`src/qb_cfg.svh`:
```
// qb_cfg.svh: timing, burst and counter constants shared by both ends of the burst-of-four sram port
// assumes inclusion by bare name; one core_clk period stands for one half of the input clock pair
`ifndef QB_CFG_SVH
`define QB_CFG_SVH
`define QB_BURST 4
`define QB_CLK_NS 100
`define QB_DLL_STOP_NS 30
`define QB_DLL_STOP_CYC ((`QB_DLL_STOP_NS + `QB_CLK_NS - 1) / `QB_CLK_NS)
`define QB_DLL_LOCK_CYC 1024
`define QB_ZQ_CYC 1024
`define QB_CNT_W 11
`define QB_RD_TAP0 4
`define QB_RSR_W 8
`define QB_WSR_W 5
`endif

```
`src/qb_pkg.sv`:
```
// qb_pkg: types of the burst-of-four sram port
// assumes qb_cfg.svh is on the include path
`include "qb_cfg.svh"
package qb_pkg;
    typedef enum logic [1:0] {QB_IDLE, QB_RD, QB_WR} qb_port_e;
    typedef logic [`QB_CNT_W-1:0] qb_cnt_t;
endpackage : qb_pkg

```
`src/qb_if.sv`:
```
// qb_if: pins between memory controller and sram port
// assumes both ends share core_clk; q_oe low means q floats
`timescale 1ns/10ps
interface qb_if #(
    parameter int DW = 18,
    parameter int BW = 2,
    parameter int AW = 4
);
    logic k;
    logic k_n;
    logic c;
    logic c_n;
    logic [AW-1:0] addr;
    logic read_port_select_n;
    logic write_port_select_n;
    logic [DW-1:0] d;
    logic [BW-1:0] byte_write_select_n;
    logic [DW-1:0] q;
    logic q_oe;
    logic echo_clock;
    logic echo_clock_n;
    logic dll_off_n;
    modport mem (
        input k, k_n, c, c_n, addr, read_port_select_n, write_port_select_n, d, byte_write_select_n, dll_off_n,
        output q, q_oe, echo_clock, echo_clock_n
    );
    modport ctl (
        output k, k_n, c, c_n, addr, read_port_select_n, write_port_select_n, d, byte_write_select_n, dll_off_n,
        input q, q_oe, echo_clock, echo_clock_n
    );
endinterface : qb_if

```
`src/qb_sram_end.sv`:
```
// qb_sram_end: memory end of the burst-of-four port: burst sequencing, arbitration, forwarding, dll model
// assumes pins are synchronous to core_clk and the controller toggles k every core_clk
`timescale 1ns/10ps
`include "qb_cfg.svh"
module qb_sram_end
    import qb_pkg::*;
#(
    parameter int DW = 18,
    parameter int BW = 2,
    parameter int AW = 4
) (
    // clock and reset
    input wire logic core_clk,
    input wire logic sys_rst,
    // pins
    qb_if.mem pins,
    // status
    output logic dll_locked,
    output logic zq_cal
);
    localparam int LW = DW / BW;
    localparam int RW = `QB_BURST * DW;
    localparam int RL = `QB_BURST * BW;

    logic k_q_r, kn_q_r, c_q_r, cn_q_r;
    logic single_r, single_nxt, strap_r, strap_nxt;
    qb_port_e last_r, last_nxt;
    logic racc_v_r, racc_v_nxt, arm_v_r, arm_v_nxt;
    logic [AW-1:0] racc_a_r, racc_a_nxt, arm_a_r, arm_a_nxt, act_a_r, act_a_nxt;
    logic [2:0] act_cnt_r, act_cnt_nxt;
    logic [DW-1:0] q_r, q_nxt;
    logic q_oe_r, q_oe_nxt, cq_r, cq_nxt, cqn_r, cqn_nxt;
    logic wacc_v_r, wacc_v_nxt, wact_v_r, wact_v_nxt;
    logic [AW-1:0] wacc_a_r, wacc_a_nxt, wact_a_r, wact_a_nxt;
    logic [1:0] widx_r, widx_nxt, cidx;
    logic [RW-1:0] wb_d_r, wb_d_nxt;
    logic [RL-1:0] wb_m_r, wb_m_nxt;
    qb_cnt_t lock_cnt_r, lock_cnt_nxt, stop_cnt_r, stop_cnt_nxt, zq_cnt_r, zq_cnt_nxt;
    logic locked_r, locked_nxt, zq_cal_r, zq_cal_nxt;

    logic k_rise, kn_rise, oc_rise, ocn_rise, k_still;
    logic rd_go, wr_go, wstart, wcap, commit, emit_busy;
    logic [AW-1:0] emit_a;
    logic [1:0] emit_j;
    logic [RW-1:0] row;
    logic [DW-1:0] fwd;

    // edges of the input and output clock pairs
    assign k_rise = pins.k & ~k_q_r;
    assign kn_rise = pins.k_n & ~kn_q_r;
    assign oc_rise = single_r ? k_rise : (pins.c & ~c_q_r);
    assign ocn_rise = single_r ? kn_rise : (pins.c_n & ~cn_q_r);
    assign k_still = (pins.k == k_q_r);

    // selects only count at k rise; same port on consecutive rises is dropped
    assign rd_go = k_rise & ~pins.read_port_select_n & (last_r != QB_RD);
    assign wr_go = k_rise & ~pins.write_port_select_n & (last_r != QB_WR) & ~rd_go;

    assign wstart = k_rise & wacc_v_r;
    assign wcap = wact_v_r & (k_rise | kn_rise);
    assign cidx = wstart ? 2'h0 : widx_r;
    assign commit = ~wstart & wcap & (widx_r == 2'(`QB_BURST - 1));

    assign emit_busy = (act_cnt_r != 3'h0);
    assign emit_a = emit_busy ? act_a_r : arm_a_r;
    assign emit_j = emit_busy ? 2'(`QB_BURST - act_cnt_r) : 2'h0;

    qb_store #(.DW(DW), .BW(BW), .AW(AW)) u_store (
        .core_clk(core_clk),
        .wr_en(commit),
        .wr_addr(wact_a_r),
        .wr_data(wb_d_nxt),
        .wr_lane(wb_m_nxt),
        .rd_addr(emit_a),
        .rd_data(row)
    );

    // lanes already captured by an open write to the same row win over the array
    always_comb begin
        fwd = row[emit_j*DW +: DW];
        for (int l = 0; l < BW; l++) begin
            if (wact_v_r && wact_a_r == emit_a && wb_m_r[emit_j*BW + l]) begin
                fwd[l*LW +: LW] = wb_d_r[emit_j*DW + l*LW +: LW];
            end
        end
    end

    // read and write sequencing
    always_comb begin
        last_nxt = last_r;
        racc_v_nxt = racc_v_r;
        racc_a_nxt = racc_a_r;
        arm_v_nxt = arm_v_r;
        arm_a_nxt = arm_a_r;
        act_a_nxt = act_a_r;
        act_cnt_nxt = act_cnt_r;
        q_nxt = q_r;
        q_oe_nxt = q_oe_r;
        wacc_v_nxt = wacc_v_r;
        wacc_a_nxt = wacc_a_r;
        wact_v_nxt = wact_v_r;
        wact_a_nxt = wact_a_r;
        widx_nxt = widx_r;
        wb_d_nxt = wb_d_r;
        wb_m_nxt = wb_m_r;
        if (oc_rise | ocn_rise) begin
            if (emit_busy) begin
                q_nxt = fwd;
                q_oe_nxt = 1'b1;
                act_cnt_nxt = act_cnt_r - 3'h1;
            end else if (arm_v_r) begin
                q_nxt = fwd;
                q_oe_nxt = 1'b1;
                act_a_nxt = arm_a_r;
                act_cnt_nxt = 3'(`QB_BURST - 1);
                arm_v_nxt = 1'b0;
            end else if (oc_rise) begin
                q_oe_nxt = 1'b0;
            end
        end
        if (k_rise) begin
            last_nxt = rd_go ? QB_RD : (wr_go ? QB_WR : QB_IDLE);
            racc_v_nxt = rd_go;
            if (rd_go) begin
                racc_a_nxt = pins.addr;
            end
            if (racc_v_r) begin
                arm_v_nxt = 1'b1;
                arm_a_nxt = racc_a_r;
            end
            wacc_v_nxt = wr_go;
            if (wr_go) begin
                wacc_a_nxt = pins.addr;
            end
        end
        if (wstart) begin
            wact_v_nxt = 1'b1;
            wact_a_nxt = wacc_a_r;
            wb_m_nxt = '0;
        end
        if (wstart | wcap) begin
            wb_d_nxt[cidx*DW +: DW] = pins.d;
            wb_m_nxt[cidx*BW +: BW] = ~pins.byte_write_select_n;
            widx_nxt = cidx + 2'h1;
        end
        if (commit) begin
            wact_v_nxt = 1'b0;
        end
    end

    // dll lock, impedance timer, echo clocks, single clock strap
    always_comb begin
        single_nxt = single_r;
        strap_nxt = 1'b1;
        if (!strap_r) begin
            single_nxt = pins.c & pins.c_n;
        end
        stop_cnt_nxt = k_still ? stop_cnt_r + qb_cnt_t'(1) : '0;
        lock_cnt_nxt = lock_cnt_r;
        if (k_still && stop_cnt_nxt >= qb_cnt_t'(`QB_DLL_STOP_CYC)) begin
            stop_cnt_nxt = qb_cnt_t'(`QB_DLL_STOP_CYC);
            lock_cnt_nxt = '0;
        end else if (k_rise && lock_cnt_r != qb_cnt_t'(`QB_DLL_LOCK_CYC)) begin
            lock_cnt_nxt = lock_cnt_r + qb_cnt_t'(1);
        end
        // with the dll off the lock flag stays low; data timing is unchanged in this model
        locked_nxt = pins.dll_off_n & (lock_cnt_nxt == qb_cnt_t'(`QB_DLL_LOCK_CYC));
        zq_cnt_nxt = zq_cnt_r;
        zq_cal_nxt = 1'b0;
        if (k_rise) begin
            if (zq_cnt_r == qb_cnt_t'(`QB_ZQ_CYC - 1)) begin
                zq_cnt_nxt = '0;
                zq_cal_nxt = 1'b1;
            end else begin
                zq_cnt_nxt = zq_cnt_r + qb_cnt_t'(1);
            end
        end
        cq_nxt = single_r ? pins.k : pins.c;
        cqn_nxt = single_r ? pins.k_n : pins.c_n;
    end

    always_ff @(posedge core_clk) begin
        if (sys_rst) begin
            k_q_r <= 1'b0;
            kn_q_r <= 1'b0;
            c_q_r <= 1'b0;
            cn_q_r <= 1'b0;
            single_r <= 1'b0;
            strap_r <= 1'b0;
            last_r <= QB_IDLE;
            racc_v_r <= 1'b0;
            racc_a_r <= '0;
            arm_v_r <= 1'b0;
            arm_a_r <= '0;
            act_a_r <= '0;
            act_cnt_r <= 3'h0;
            q_r <= '0;
            q_oe_r <= 1'b0;
            wacc_v_r <= 1'b0;
            wacc_a_r <= '0;
            wact_v_r <= 1'b0;
            wact_a_r <= '0;
            widx_r <= 2'h0;
            wb_d_r <= '0;
            wb_m_r <= '0;
            lock_cnt_r <= '0;
            stop_cnt_r <= '0;
            locked_r <= 1'b0;
            zq_cnt_r <= '0;
            zq_cal_r <= 1'b0;
            cq_r <= 1'b0;
            cqn_r <= 1'b0;
        end else begin
            k_q_r <= pins.k;
            kn_q_r <= pins.k_n;
            c_q_r <= pins.c;
            cn_q_r <= pins.c_n;
            single_r <= single_nxt;
            strap_r <= strap_nxt;
            last_r <= last_nxt;
            racc_v_r <= racc_v_nxt;
            racc_a_r <= racc_a_nxt;
            arm_v_r <= arm_v_nxt;
            arm_a_r <= arm_a_nxt;
            act_a_r <= act_a_nxt;
            act_cnt_r <= act_cnt_nxt;
            q_r <= q_nxt;
            q_oe_r <= q_oe_nxt;
            wacc_v_r <= wacc_v_nxt;
            wacc_a_r <= wacc_a_nxt;
            wact_v_r <= wact_v_nxt;
            wact_a_r <= wact_a_nxt;
            widx_r <= widx_nxt;
            wb_d_r <= wb_d_nxt;
            wb_m_r <= wb_m_nxt;
            lock_cnt_r <= lock_cnt_nxt;
            stop_cnt_r <= stop_cnt_nxt;
            locked_r <= locked_nxt;
            zq_cnt_r <= zq_cnt_nxt;
            zq_cal_r <= zq_cal_nxt;
            cq_r <= cq_nxt;
            cqn_r <= cqn_nxt;
        end
    end

    assign pins.q = q_r;
    assign pins.q_oe = q_oe_r;
    assign pins.echo_clock = cq_r;
    assign pins.echo_clock_n = cqn_r;
    assign dll_locked = locked_r;
    assign zq_cal = zq_cal_r;
endmodule : qb_sram_end

```
`src/qb_store.sv`:
```
// qb_store: flip-flop array, one row of four words per address, lane-masked commit
// assumes the caller holds rd_addr steady for the fetch it wants; fetch is combinational
`timescale 1ns/10ps
`include "qb_cfg.svh"
module qb_store #(
    parameter int DW = 18,
    parameter int BW = 2,
    parameter int AW = 4
) (
    // clock
    input wire logic core_clk,
    // commit side
    input wire logic wr_en,
    input wire logic [AW-1:0] wr_addr,
    input wire logic [`QB_BURST*DW-1:0] wr_data,
    input wire logic [`QB_BURST*BW-1:0] wr_lane,
    // fetch side
    input wire logic [AW-1:0] rd_addr,
    output logic [`QB_BURST*DW-1:0] rd_data
);
    localparam int LW = DW / BW;
    localparam int RL = `QB_BURST * BW;
    logic [`QB_BURST*DW-1:0] row [2**AW];

    for (genvar e = 0; e < 2**AW; e++) begin : g_row
        always_ff @(posedge core_clk) begin
            if (wr_en && wr_addr == AW'(e)) begin
                for (int l = 0; l < RL; l++) begin
                    if (wr_lane[l]) begin
                        row[e][l*LW +: LW] <= wr_data[l*LW +: LW];
                    end
                end
            end
        end
    end

    assign rd_data = row[rd_addr];
endmodule : qb_store

```
`src/flat_wrapper.sv`:
```
// flat-port wrapper written by rule: the top's interface ports become plain ports
module qb_sram_end_flat import qb_pkg::*;
#(
    parameter int DW = 18,
    parameter int BW = 2,
    parameter int AW = 4
)
  (core_clk, sys_rst, dll_locked, zq_cal, pins_k, pins_k_n, pins_c, pins_c_n, pins_addr, pins_read_port_select_n, pins_write_port_select_n, pins_d, pins_byte_write_select_n, pins_dll_off_n, pins_q, pins_q_oe, pins_echo_clock, pins_echo_clock_n);
  qb_if #(.DW(DW), .BW(BW), .AW(AW)) pins_i ();
  input wire logic core_clk;
  input wire logic sys_rst;
  output logic dll_locked;
  output logic zq_cal;
  input wire logic [$bits(pins_i.k)-1:0] pins_k;
  input wire logic [$bits(pins_i.k_n)-1:0] pins_k_n;
  input wire logic [$bits(pins_i.c)-1:0] pins_c;
  input wire logic [$bits(pins_i.c_n)-1:0] pins_c_n;
  input wire logic [$bits(pins_i.addr)-1:0] pins_addr;
  input wire logic [$bits(pins_i.read_port_select_n)-1:0] pins_read_port_select_n;
  input wire logic [$bits(pins_i.write_port_select_n)-1:0] pins_write_port_select_n;
  input wire logic [$bits(pins_i.d)-1:0] pins_d;
  input wire logic [$bits(pins_i.byte_write_select_n)-1:0] pins_byte_write_select_n;
  input wire logic [$bits(pins_i.dll_off_n)-1:0] pins_dll_off_n;
  output wire logic [$bits(pins_i.q)-1:0] pins_q;
  output wire logic [$bits(pins_i.q_oe)-1:0] pins_q_oe;
  output wire logic [$bits(pins_i.echo_clock)-1:0] pins_echo_clock;
  output wire logic [$bits(pins_i.echo_clock_n)-1:0] pins_echo_clock_n;
  assign pins_i.k = pins_k;
  assign pins_i.k_n = pins_k_n;
  assign pins_i.c = pins_c;
  assign pins_i.c_n = pins_c_n;
  assign pins_i.addr = pins_addr;
  assign pins_i.read_port_select_n = pins_read_port_select_n;
  assign pins_i.write_port_select_n = pins_write_port_select_n;
  assign pins_i.d = pins_d;
  assign pins_i.byte_write_select_n = pins_byte_write_select_n;
  assign pins_i.dll_off_n = pins_dll_off_n;
  assign pins_q = pins_i.q;
  assign pins_q_oe = pins_i.q_oe;
  assign pins_echo_clock = pins_i.echo_clock;
  assign pins_echo_clock_n = pins_i.echo_clock_n;
  qb_sram_end #(.DW(DW), .BW(BW), .AW(AW)) u_core (.core_clk(core_clk), .sys_rst(sys_rst), .pins(pins_i), .dll_locked(dll_locked), .zq_cal(zq_cal));
endmodule
```
`config.mk`:
```
export PLATFORM = sky130hd
export DESIGN_NAME = qb_sram_end_flat
export DESIGN_NICKNAME = d
export VERILOG_FILES = /design/src/qb_pkg.sv /design/src/qb_if.sv /design/src/qb_sram_end.sv /design/src/qb_store.sv /design/src/flat_wrapper.sv
export VERILOG_INCLUDE_DIRS = /design/src /design/src/src
export SDC_FILE = /design/constraint.sdc
export NUM_CORES = 2
export LEC_CHECK = 0
export BUFFER_PORTS_ARGS = -buffer_cell sky130_fd_sc_hd__buf_2
export CAP_MARGIN = 20
export CORE_AREA = 2 2 394 396
export DETAILED_ROUTE_END_ITERATION = 10
export DIE_AREA = 0 0 396 398
export PLACE_DENSITY = 0.49
export SLEW_MARGIN = 20
export SYNTH_ARGS = -nofsm -noshare
export SYNTH_HDL_FRONTEND = slang
export SYNTH_HIERARCHICAL = 1
export SYNTH_SLANG_ARGS = --single-unit
export TNS_END_PERCENT = 50
```
`constraint.sdc`:
```
create_clock -name core_clk -period 4.8 [get_ports core_clk]
set_clock_uncertainty 0.1 [all_clocks]
set_input_delay 0.24 -clock core_clk [delete_from_list [all_inputs] [get_ports core_clk]]
set_output_delay 0.24 -clock core_clk [all_outputs]
set_load 0.005 [all_outputs]
```
# == After elaboration in Yosys (flattened, before gate mapping) ==
# Memory sizes are Yosys's and may differ from the RTL's.
# Cells that the tools add are included.
# op_classes
add_sub_neg,10
multipliers,2
magnitude_cmp,3
n_eq_ne,23
n_shift,7
n_mux,347
bitwise,29
n_reduce_logical,49
# op_table
op,n
2-to-1 mux 72 bit,16
OR reduction 72 bit,15
2-to-1 mux 1 bit,280
2-to-1 mux 8 bit,17
bitwise mux 72 bit,1
variable shift 18 x 34 -> 72 bit (first input constant),1
indexed part select 18 x 34 -> 72 bit,1
indexed part select 72 x 33 -> 9 bit,1
indexed part select 72 x 8 -> 18 bit,1
indexed part select 72 x 8 -> 9 bit,1
2-to-1 mux 4 bit,16
2-to-1 mux 11 bit,4
2-to-1 mux 18 bit,2
negator 3 -> 34 bit,1
negator 7 -> 34 bit,1
variable shift 2 x 34 -> 8 bit (first input constant),1
indexed part select 2 x 34 -> 8 bit,1
adder 11 x 1 -> 11 bit (second input constant),3
== test 4 bit (second input constant),8
less-than comparator 32 x 4 -> 1 bit (second input constant),1
logical AND 1 bit,21
2-to-1 mux 9 bit,2
== test 4 x 3 -> 1 bit (second input constant),4
bitwise AND 1 bit,15
other kinds (32),56
# totals
reg_bits,173
ramBits,1152
output_inout_bits,23
elab_cells,501
mem_count,1
# memory_table
name,depth,width,rd,rd_ports_with_merged_regs,write_ports,line,source
u_core.u_store.row,16,72,1,0,1,qb_store.sv:23,logic [`QB_BURST*DW-1:0] row [2**AW];

# == Longest topological paths before layout ==
# logic_depth
ltp_word,27
ltp_mapped,19
ltp_nobuf,12

# == Hierarchy ==
# Netlist, hierarchy kept.
# by_module_without_submodules
mod,n_inst,cells_each,area_each_um2,seq_area_each_um2
qb_store,1,1918,43973.4,34593.2
qb_sram_end,1,1025,9276.4,3423.3

# == Least setup slack after synthesis ==
# Ideal clock, no wire load.
# synth_timing
kind,flip-flop to flip-flop
startpoint,reg u_core.act_cnt_r[0]
endpoint,reg u_core.q_r[10] (netlist: u_core/pins.q[10])
arrival_time_ns,3.728
t_required_ns,4.575
path_slack_ns,0.847
stages_incl_launch_ff,19
n_path_buf,7
synth_period_minus_slack_ns,3.953
path_cell_list,dfxtp_1 -> buf_2 -> buf_4 -> buf_4 -> inv_1 -> ha_1 -> ha_1 -> buf_4 -> mux2i_1 -> inv_1 -> buf_2 -> clkbuf_1 -> buf_2 -> mux4_2 -> a22oi_1 -> nand2_1 -> mux4_2 -> a211oi_1 -> a211oi_1
# synth_via
word_cells_on_any_way,20
classes_between,3 x add/sub; 1 x mul; 1 x eq/ne; 2 x shift; 7 x mux; 5 x reduce/logical; 1 x memory
# synth_lines
item,line,source
"start, declared",qb_sram_end.sv:30,"logic [2:0] act_cnt_r, act_cnt_nxt;"
"start signal, assigned",qb_sram_end.sv:226,act_cnt_r <= act_cnt_nxt;
nonzero test 3 bit *,qb_sram_end.sv:64,assign emit_busy = (act_cnt_r != 3'h0);
2-to-1 mux 4 bit *,qb_sram_end.sv:65,assign emit_a = emit_busy ? act_a_r : arm_a_r;
via u_core.emit_a[1],qb_sram_end.sv:43,logic [AW-1:0] emit_a;
memory (16 x 72 bit) *,-,
via u_core.row[10],qb_sram_end.sv:45,logic [RW-1:0] row;
indexed part select 72 x 8 -> 18 bit *,qb_sram_end.sv:80,fwd = row[emit_j*DW +: DW];
2-to-1 mux 9 bit *,qb_sram_end.sv:82,if (wact_v_r && wact_a_r == emit_a && wb_m_r[emit_j*BW + l]) begin
2-to-1 mux 18 bit,qb_sram_end.sv:111,end else if (arm_v_r) begin
2-to-1 mux 18 bit *,qb_sram_end.sv:107,if (emit_busy) begin
"end signal, assigned",qb_sram_end.sv:227,q_r <= q_nxt;
"end, declared",qb_sram_end.sv:31,"logic [DW-1:0] q_r, q_nxt;"
# Mark *: on every way through the listed nets, which the timed path passes. The rest lies on a longest branch. The select of a mux whose other input is x is not followed.
# A chain may end at the register's enable or synchronous reset.

# == Worst setup path after layout ==
# layout_timing
startpoint,reg u_core.k_q_r
endpoint,"mem u_core/u_store/row[7][24] (netlist name), enable pin"
# layout_via
word_cells_on_any_way,327
classes_between,1 x add/sub; 2 x shift; 284 x mux; 9 x bitwise; 31 x reduce/logical
# layout_lines
item,line,source
"start, declared",qb_sram_end.sv:25,"logic k_q_r, kn_q_r, c_q_r, cn_q_r;"
"start signal, assigned",qb_sram_end.sv:214,k_q_r <= pins.k;
inverter 1 bit *,qb_sram_end.sv:49,assign k_rise = pins.k & ~k_q_r;
bitwise AND 1 bit *,qb_sram_end.sv:49,
via u_core.k_rise,qb_sram_end.sv:41,"logic k_rise, kn_rise, oc_rise, ocn_rise, k_still;"
bitwise OR 1 bit / bitwise AND 1 bit (equally long branches),"qb_sram_end.sv:60, qb_sram_end.sv:59",
bitwise AND 1 bit / inverter 1 bit (equally long branches),"qb_sram_end.sv:60, qb_sram_end.sv:62",
bitwise AND 1 bit * (2 in series),qb_sram_end.sv:62,assign commit = ~wstart & wcap & (widx_r == 2'(`QB_BURST - 1));
via u_core.commit,qb_sram_end.sv:42,"logic rd_go, wr_go, wstart, wcap, commit, emit_busy;"
logical AND 1 bit,qb_store.sv:27,if (wr_en && wr_addr == AW'(e)) begin
2-to-1 mux 1 bit,qb_store.sv:27,
2-to-1 mux 1 bit (implied by the code),qb_store.sv:30,row[e][l*LW +: LW] <= wr_data[l*LW +: LW];
OR reduction 72 bit (no line),-,
2-to-1 mux 4 bit (no line) / 2-to-1 mux 8 bit (equally long branches) (15 in series),-,
"end, declared",qb_store.sv:23,
# Mark *: on every way through the listed nets, which the timed path passes. The rest lies on a longest branch.

==> impl_metrics.json <==
{
  "synth_flop_cell": "edfxtp_1",
  "htree_levels": 4,
  "io_pins": 56,
  "rsz0062_at_grt": "false",
  "die_y_um": 398,
  "grt_pass1_vias": 29800,
  "cp.arrival_ns": 4.54,
  "leakagePower_nw": 20.1,
  "core_area_um2": 153000,
  "r2r_cells": 10,
  "globalRouteOverflowTotal": 0,
  "root_buffer": "clkbuf_16",
  "setup.worst_path.start_class": "flip-flop",
  "synthDistinctLibCells": 76,
  "vias": 29000,
  "hold_end": "u_core/wb_d_r[57]",
  "r2r_start": "u_core/k_q_r",
  "min_delay_path_depth": 5,
  "drive_above_1_share_pct": 23.4,
  "crit_path_max_incr_delay_ns": 0.94,
  "fin_crit_ns": 4.24,
  "yosysWarningCount": 6,
  "endpoint_kind": "flip-flop",
  "ys_seq_area_share_pct": 71.4,
  "slew_viol_final": 0,
  "grt-busiest-layer": "met2",
  "pwr-share-seq_pct": 51.4,
  "met3_usage_pct": 3.04,
  "clkPwrFrac_pct": 44.4,
  "setup_viol": 0,
  "fmax_mhz": 236,
  "grt_antenna_before_repair": 21,
  "grt_max_degree": 57,
  "area_growth_pct": 15.3,
  "hp-start": "pins_d[17]",
  "start_util_pct": 34.7,
  "rows": 144,
  "syn-cell-area_um2": 53200,
  "tns_ns": 0,
  "synth_seq_cells": 1323,
  "gp_congestion": 0.853,
  "use_met2_pct": 30.6,
  "synth_edf_count": 1152,
  "r2r-end": "u_core/u_store/row[7][24]",
  "finalHoldViolCount": 0,
  "ant_nets": 0,
  "drt-initial-drc-count": 2864,
  "yosysTopAreaCell": "edfxtp_1",
  "maxCapViolCount": 0,
  "maxSlewHeadroom_pct": 20.1,
  "netlist.area_leader.share_pct": 65.0,
  "grt_usage_pct": 18.8,
  "dr.pass1.iters": 7,
  "yosysMostFrequentCell": "edfxtp_1",
  "cts_resized": 0,
  "synthCells": 2943,
  "ir_drop_v": 0.000295,
  "comb_power_share_pct": 4.2,
  "numPortBuffers": 55,
  "cts_setup_buffers": 0,
  "switching_share_pct": 22.0,
  "slowest_stage": "nor2_1",
  "post_drt_wl_per_cell_um": 28.0,
  "power_density_nw_per_um2": 398,
  "grt_pass1_wl_mm": 214,
  "remaining_drc_errors": 0,
  "cts_sinks": 1323,
  "async_flop_share_pct": 0,
  "critPathRequiredTime_ns": 5.10,
  "cts.clk_slew.worst_paths_ns": 0.06,
  "fin_crit_sh_pct": 88.2,
  "finalWirelength_mm": 148,
  "outcome": "completed",
  "tightest_slew_ns": 1.19,
  "clock_latency_ns": 0.77,
  "numCtsBuffers": 145,
  "p_int_mw": 19.1,
  "die_area_um2": 158000,
  "hold_class": "input port to flip-flop",
  "rrSetupSlack_ns": 0.56,
  "critPathBufInv": 3,
  "setup_slack_ns": 0.565,
  "die_w_um": 396,
  "vias_per_cell": 5.47,
  "p_switching_mw": 5.37,
  "path_max_fanout": 32,
  "clock_path_buffers": 3,
  "syn_avg_cell_area_um2": 18.1,
  "path_class": "flip-flop to flip-flop",
  "cts_tree": "done",
  "path_delay_family": "simple AND/OR/NAND/NOR gates",
  "nNetsFinal": 3177,
  "ys_top_cells_by_count": "1152 x edfxtp_1, 322 x mux4_2, 190 x and2_1, 171 x dfxtp_1, 163 x nand2_1",
  "grt_use_met1_pct": 25.9,
  "hpwl_mm": 99.4,
  "path_cells": "inv_1 -> ha_1 -> a21boi_4 -> buf_4 -> nand2_1 -> nor2_1 -> nand3_1 -> nor2_1 -> buf_4 -> and2_1",
  "pre_cts_ws_ns": 0.580,
  "synthTopCellsByArea": "edfxtp_1 65%, mux4_2 14%, dfxtp_1 6.4%"
}
==> through the flow <==
| step | hold slack [ns] | cell area [um^2] | power (mW) | std cells | utilization, % |
|---|---|---|---|---|---|
| 2_1_floorplan | 0.220 | 53300 | 13.3 | 2952 | - |
| 3_3_place_gp | 0.313 | 56400 | 13.8 | 5000 | 36.8 |
| 3_5_place_dp | 0.335 | 56400 | 13.8 | 5001 | 36.8 |
| 4_1_cts | 0.00256 | 61300 | 24.7 | 5290 | 40.0 |
| 5_1_grt | 0.0732 | 61300 | 25.2 | 5293 | 40.0 |
| 6_report | 0.0842 | 61400 | 24.4 | 5306 | 40.0 |
==> kinds of logic (layout without fill, tap and decap cells) <==
family	after synthesis	in the layout	synth area share, %
buf+inv	204	498	1.94
mux	392	392	15.0
other cells	1	26	0.00704
xor+xnor	19	19	0.313
flops	1323	1323	71.4
compound gates	389	389	5.26
fa+ha+maj	14	14	0.324
simple gates	601	601	5.75
==> per-layer routing <==
layer / part of all wire (%) / wire [um]
met4: 2.7 / 4010
met2: 48 / 71600
met3: 6.1 / 9110
met5: 0.026 / 39
met1: 43 / 63600
==> sequential cells by signal, summed over array words and instances (netlist names), 2 cells and up <==
signal              count
u_core/u_store/row   1152
u_core/arm_a_r          4
u_core/racc_a_r         4
u_core/wact_a_r         4
u_core/wacc_a_r         4
u_core/wb_m_r           8
u_core/last_r           2
u_core/act_a_r          4
u_core/act_cnt_r        3
u_core/lock_cnt_r      11
u_core/zq_cnt_r        11
u_core/pins.q          18
u_core/wb_d_r          72
u_core/widx_r           2
u_core/stop_cnt_r      11
==> worst reg2reg max path, cell delays in order, from the launching register on <==
cell and delay [ns]:
dfxtp_1 0.31, inv_1 0.04, ha_1 0.31, a21boi_4 0.21
buf_4 0.41, nand2_1 0.14, nor2_1 0.35, nand3_1 0.17
nor2_1 0.94, buf_4 0.33, and2_1 0.55
==> layout make-up <==
| cell class | instances | area [um^2] |
|---|---|---|
| sequential | 1323 | 38000 |
| multi-input combinational | 1425 | 14300 |
| clock inverter | 67 | 746 |
| tap | 2044 | 2560 |
| fill | 13700 | 91900 |
| clock buffer | 195 | 3880 |
| antenna | 16 | 40.0 |
| inverter | 22 | 97.6 |
| timing repair buffer | 214 | 1700 |
==> cells in the final DEF (no fill, tap or decap), drive strengths merged, types with 47 or more instances in the layout <==
master,instances
a22oi,144
mux2i,62
o21ai,56
and2,190
buf,187
a21oi,47
dfxtp,171
clkbuf,195
nor2,100
edfxtp,1152
nand2,163
mux4,324
==> timing repair <==
item                                   in CTS  in global routing
endpoints found under the hold margin      62                  0
hold buffers                               27                  0
setup endpoints to repair                   0                  0
==> worst max-delay path by stage <==
stage	slack [ns]	end	start	cells past startpoint
after global placement	0.60	u_core/u_store/row[7][24]	pins_k	10
after CTS	0.56	u_core/pins.q[12]	u_core/act_cnt_r[0]	14
after detailed placement	0.58	u_core/pins.q[12]	u_core/act_cnt_r[0]	14
final	0.56	u_core/u_store/row[7][24]	u_core/k_q_r	10
after floorplan	0.85	u_core/pins.q[10]	u_core/act_cnt_r[0]	18
after global routing	0.28	u_core/pins.q[12]	u_core/act_cnt_r[0]	14
==> power by group through the flow <==
stage	logic, mW	registers (mW)	clock network (mW)
after global placement	0.982	12.8	0
after CTS	1.02	12.6	11.1
after global routing	1.09	12.6	11.5
final	1.02	12.6	10.8
after detailed placement	0.996	12.8	0
after floorplan	0.626	12.7	0
(Power assumes the default switching activity.)
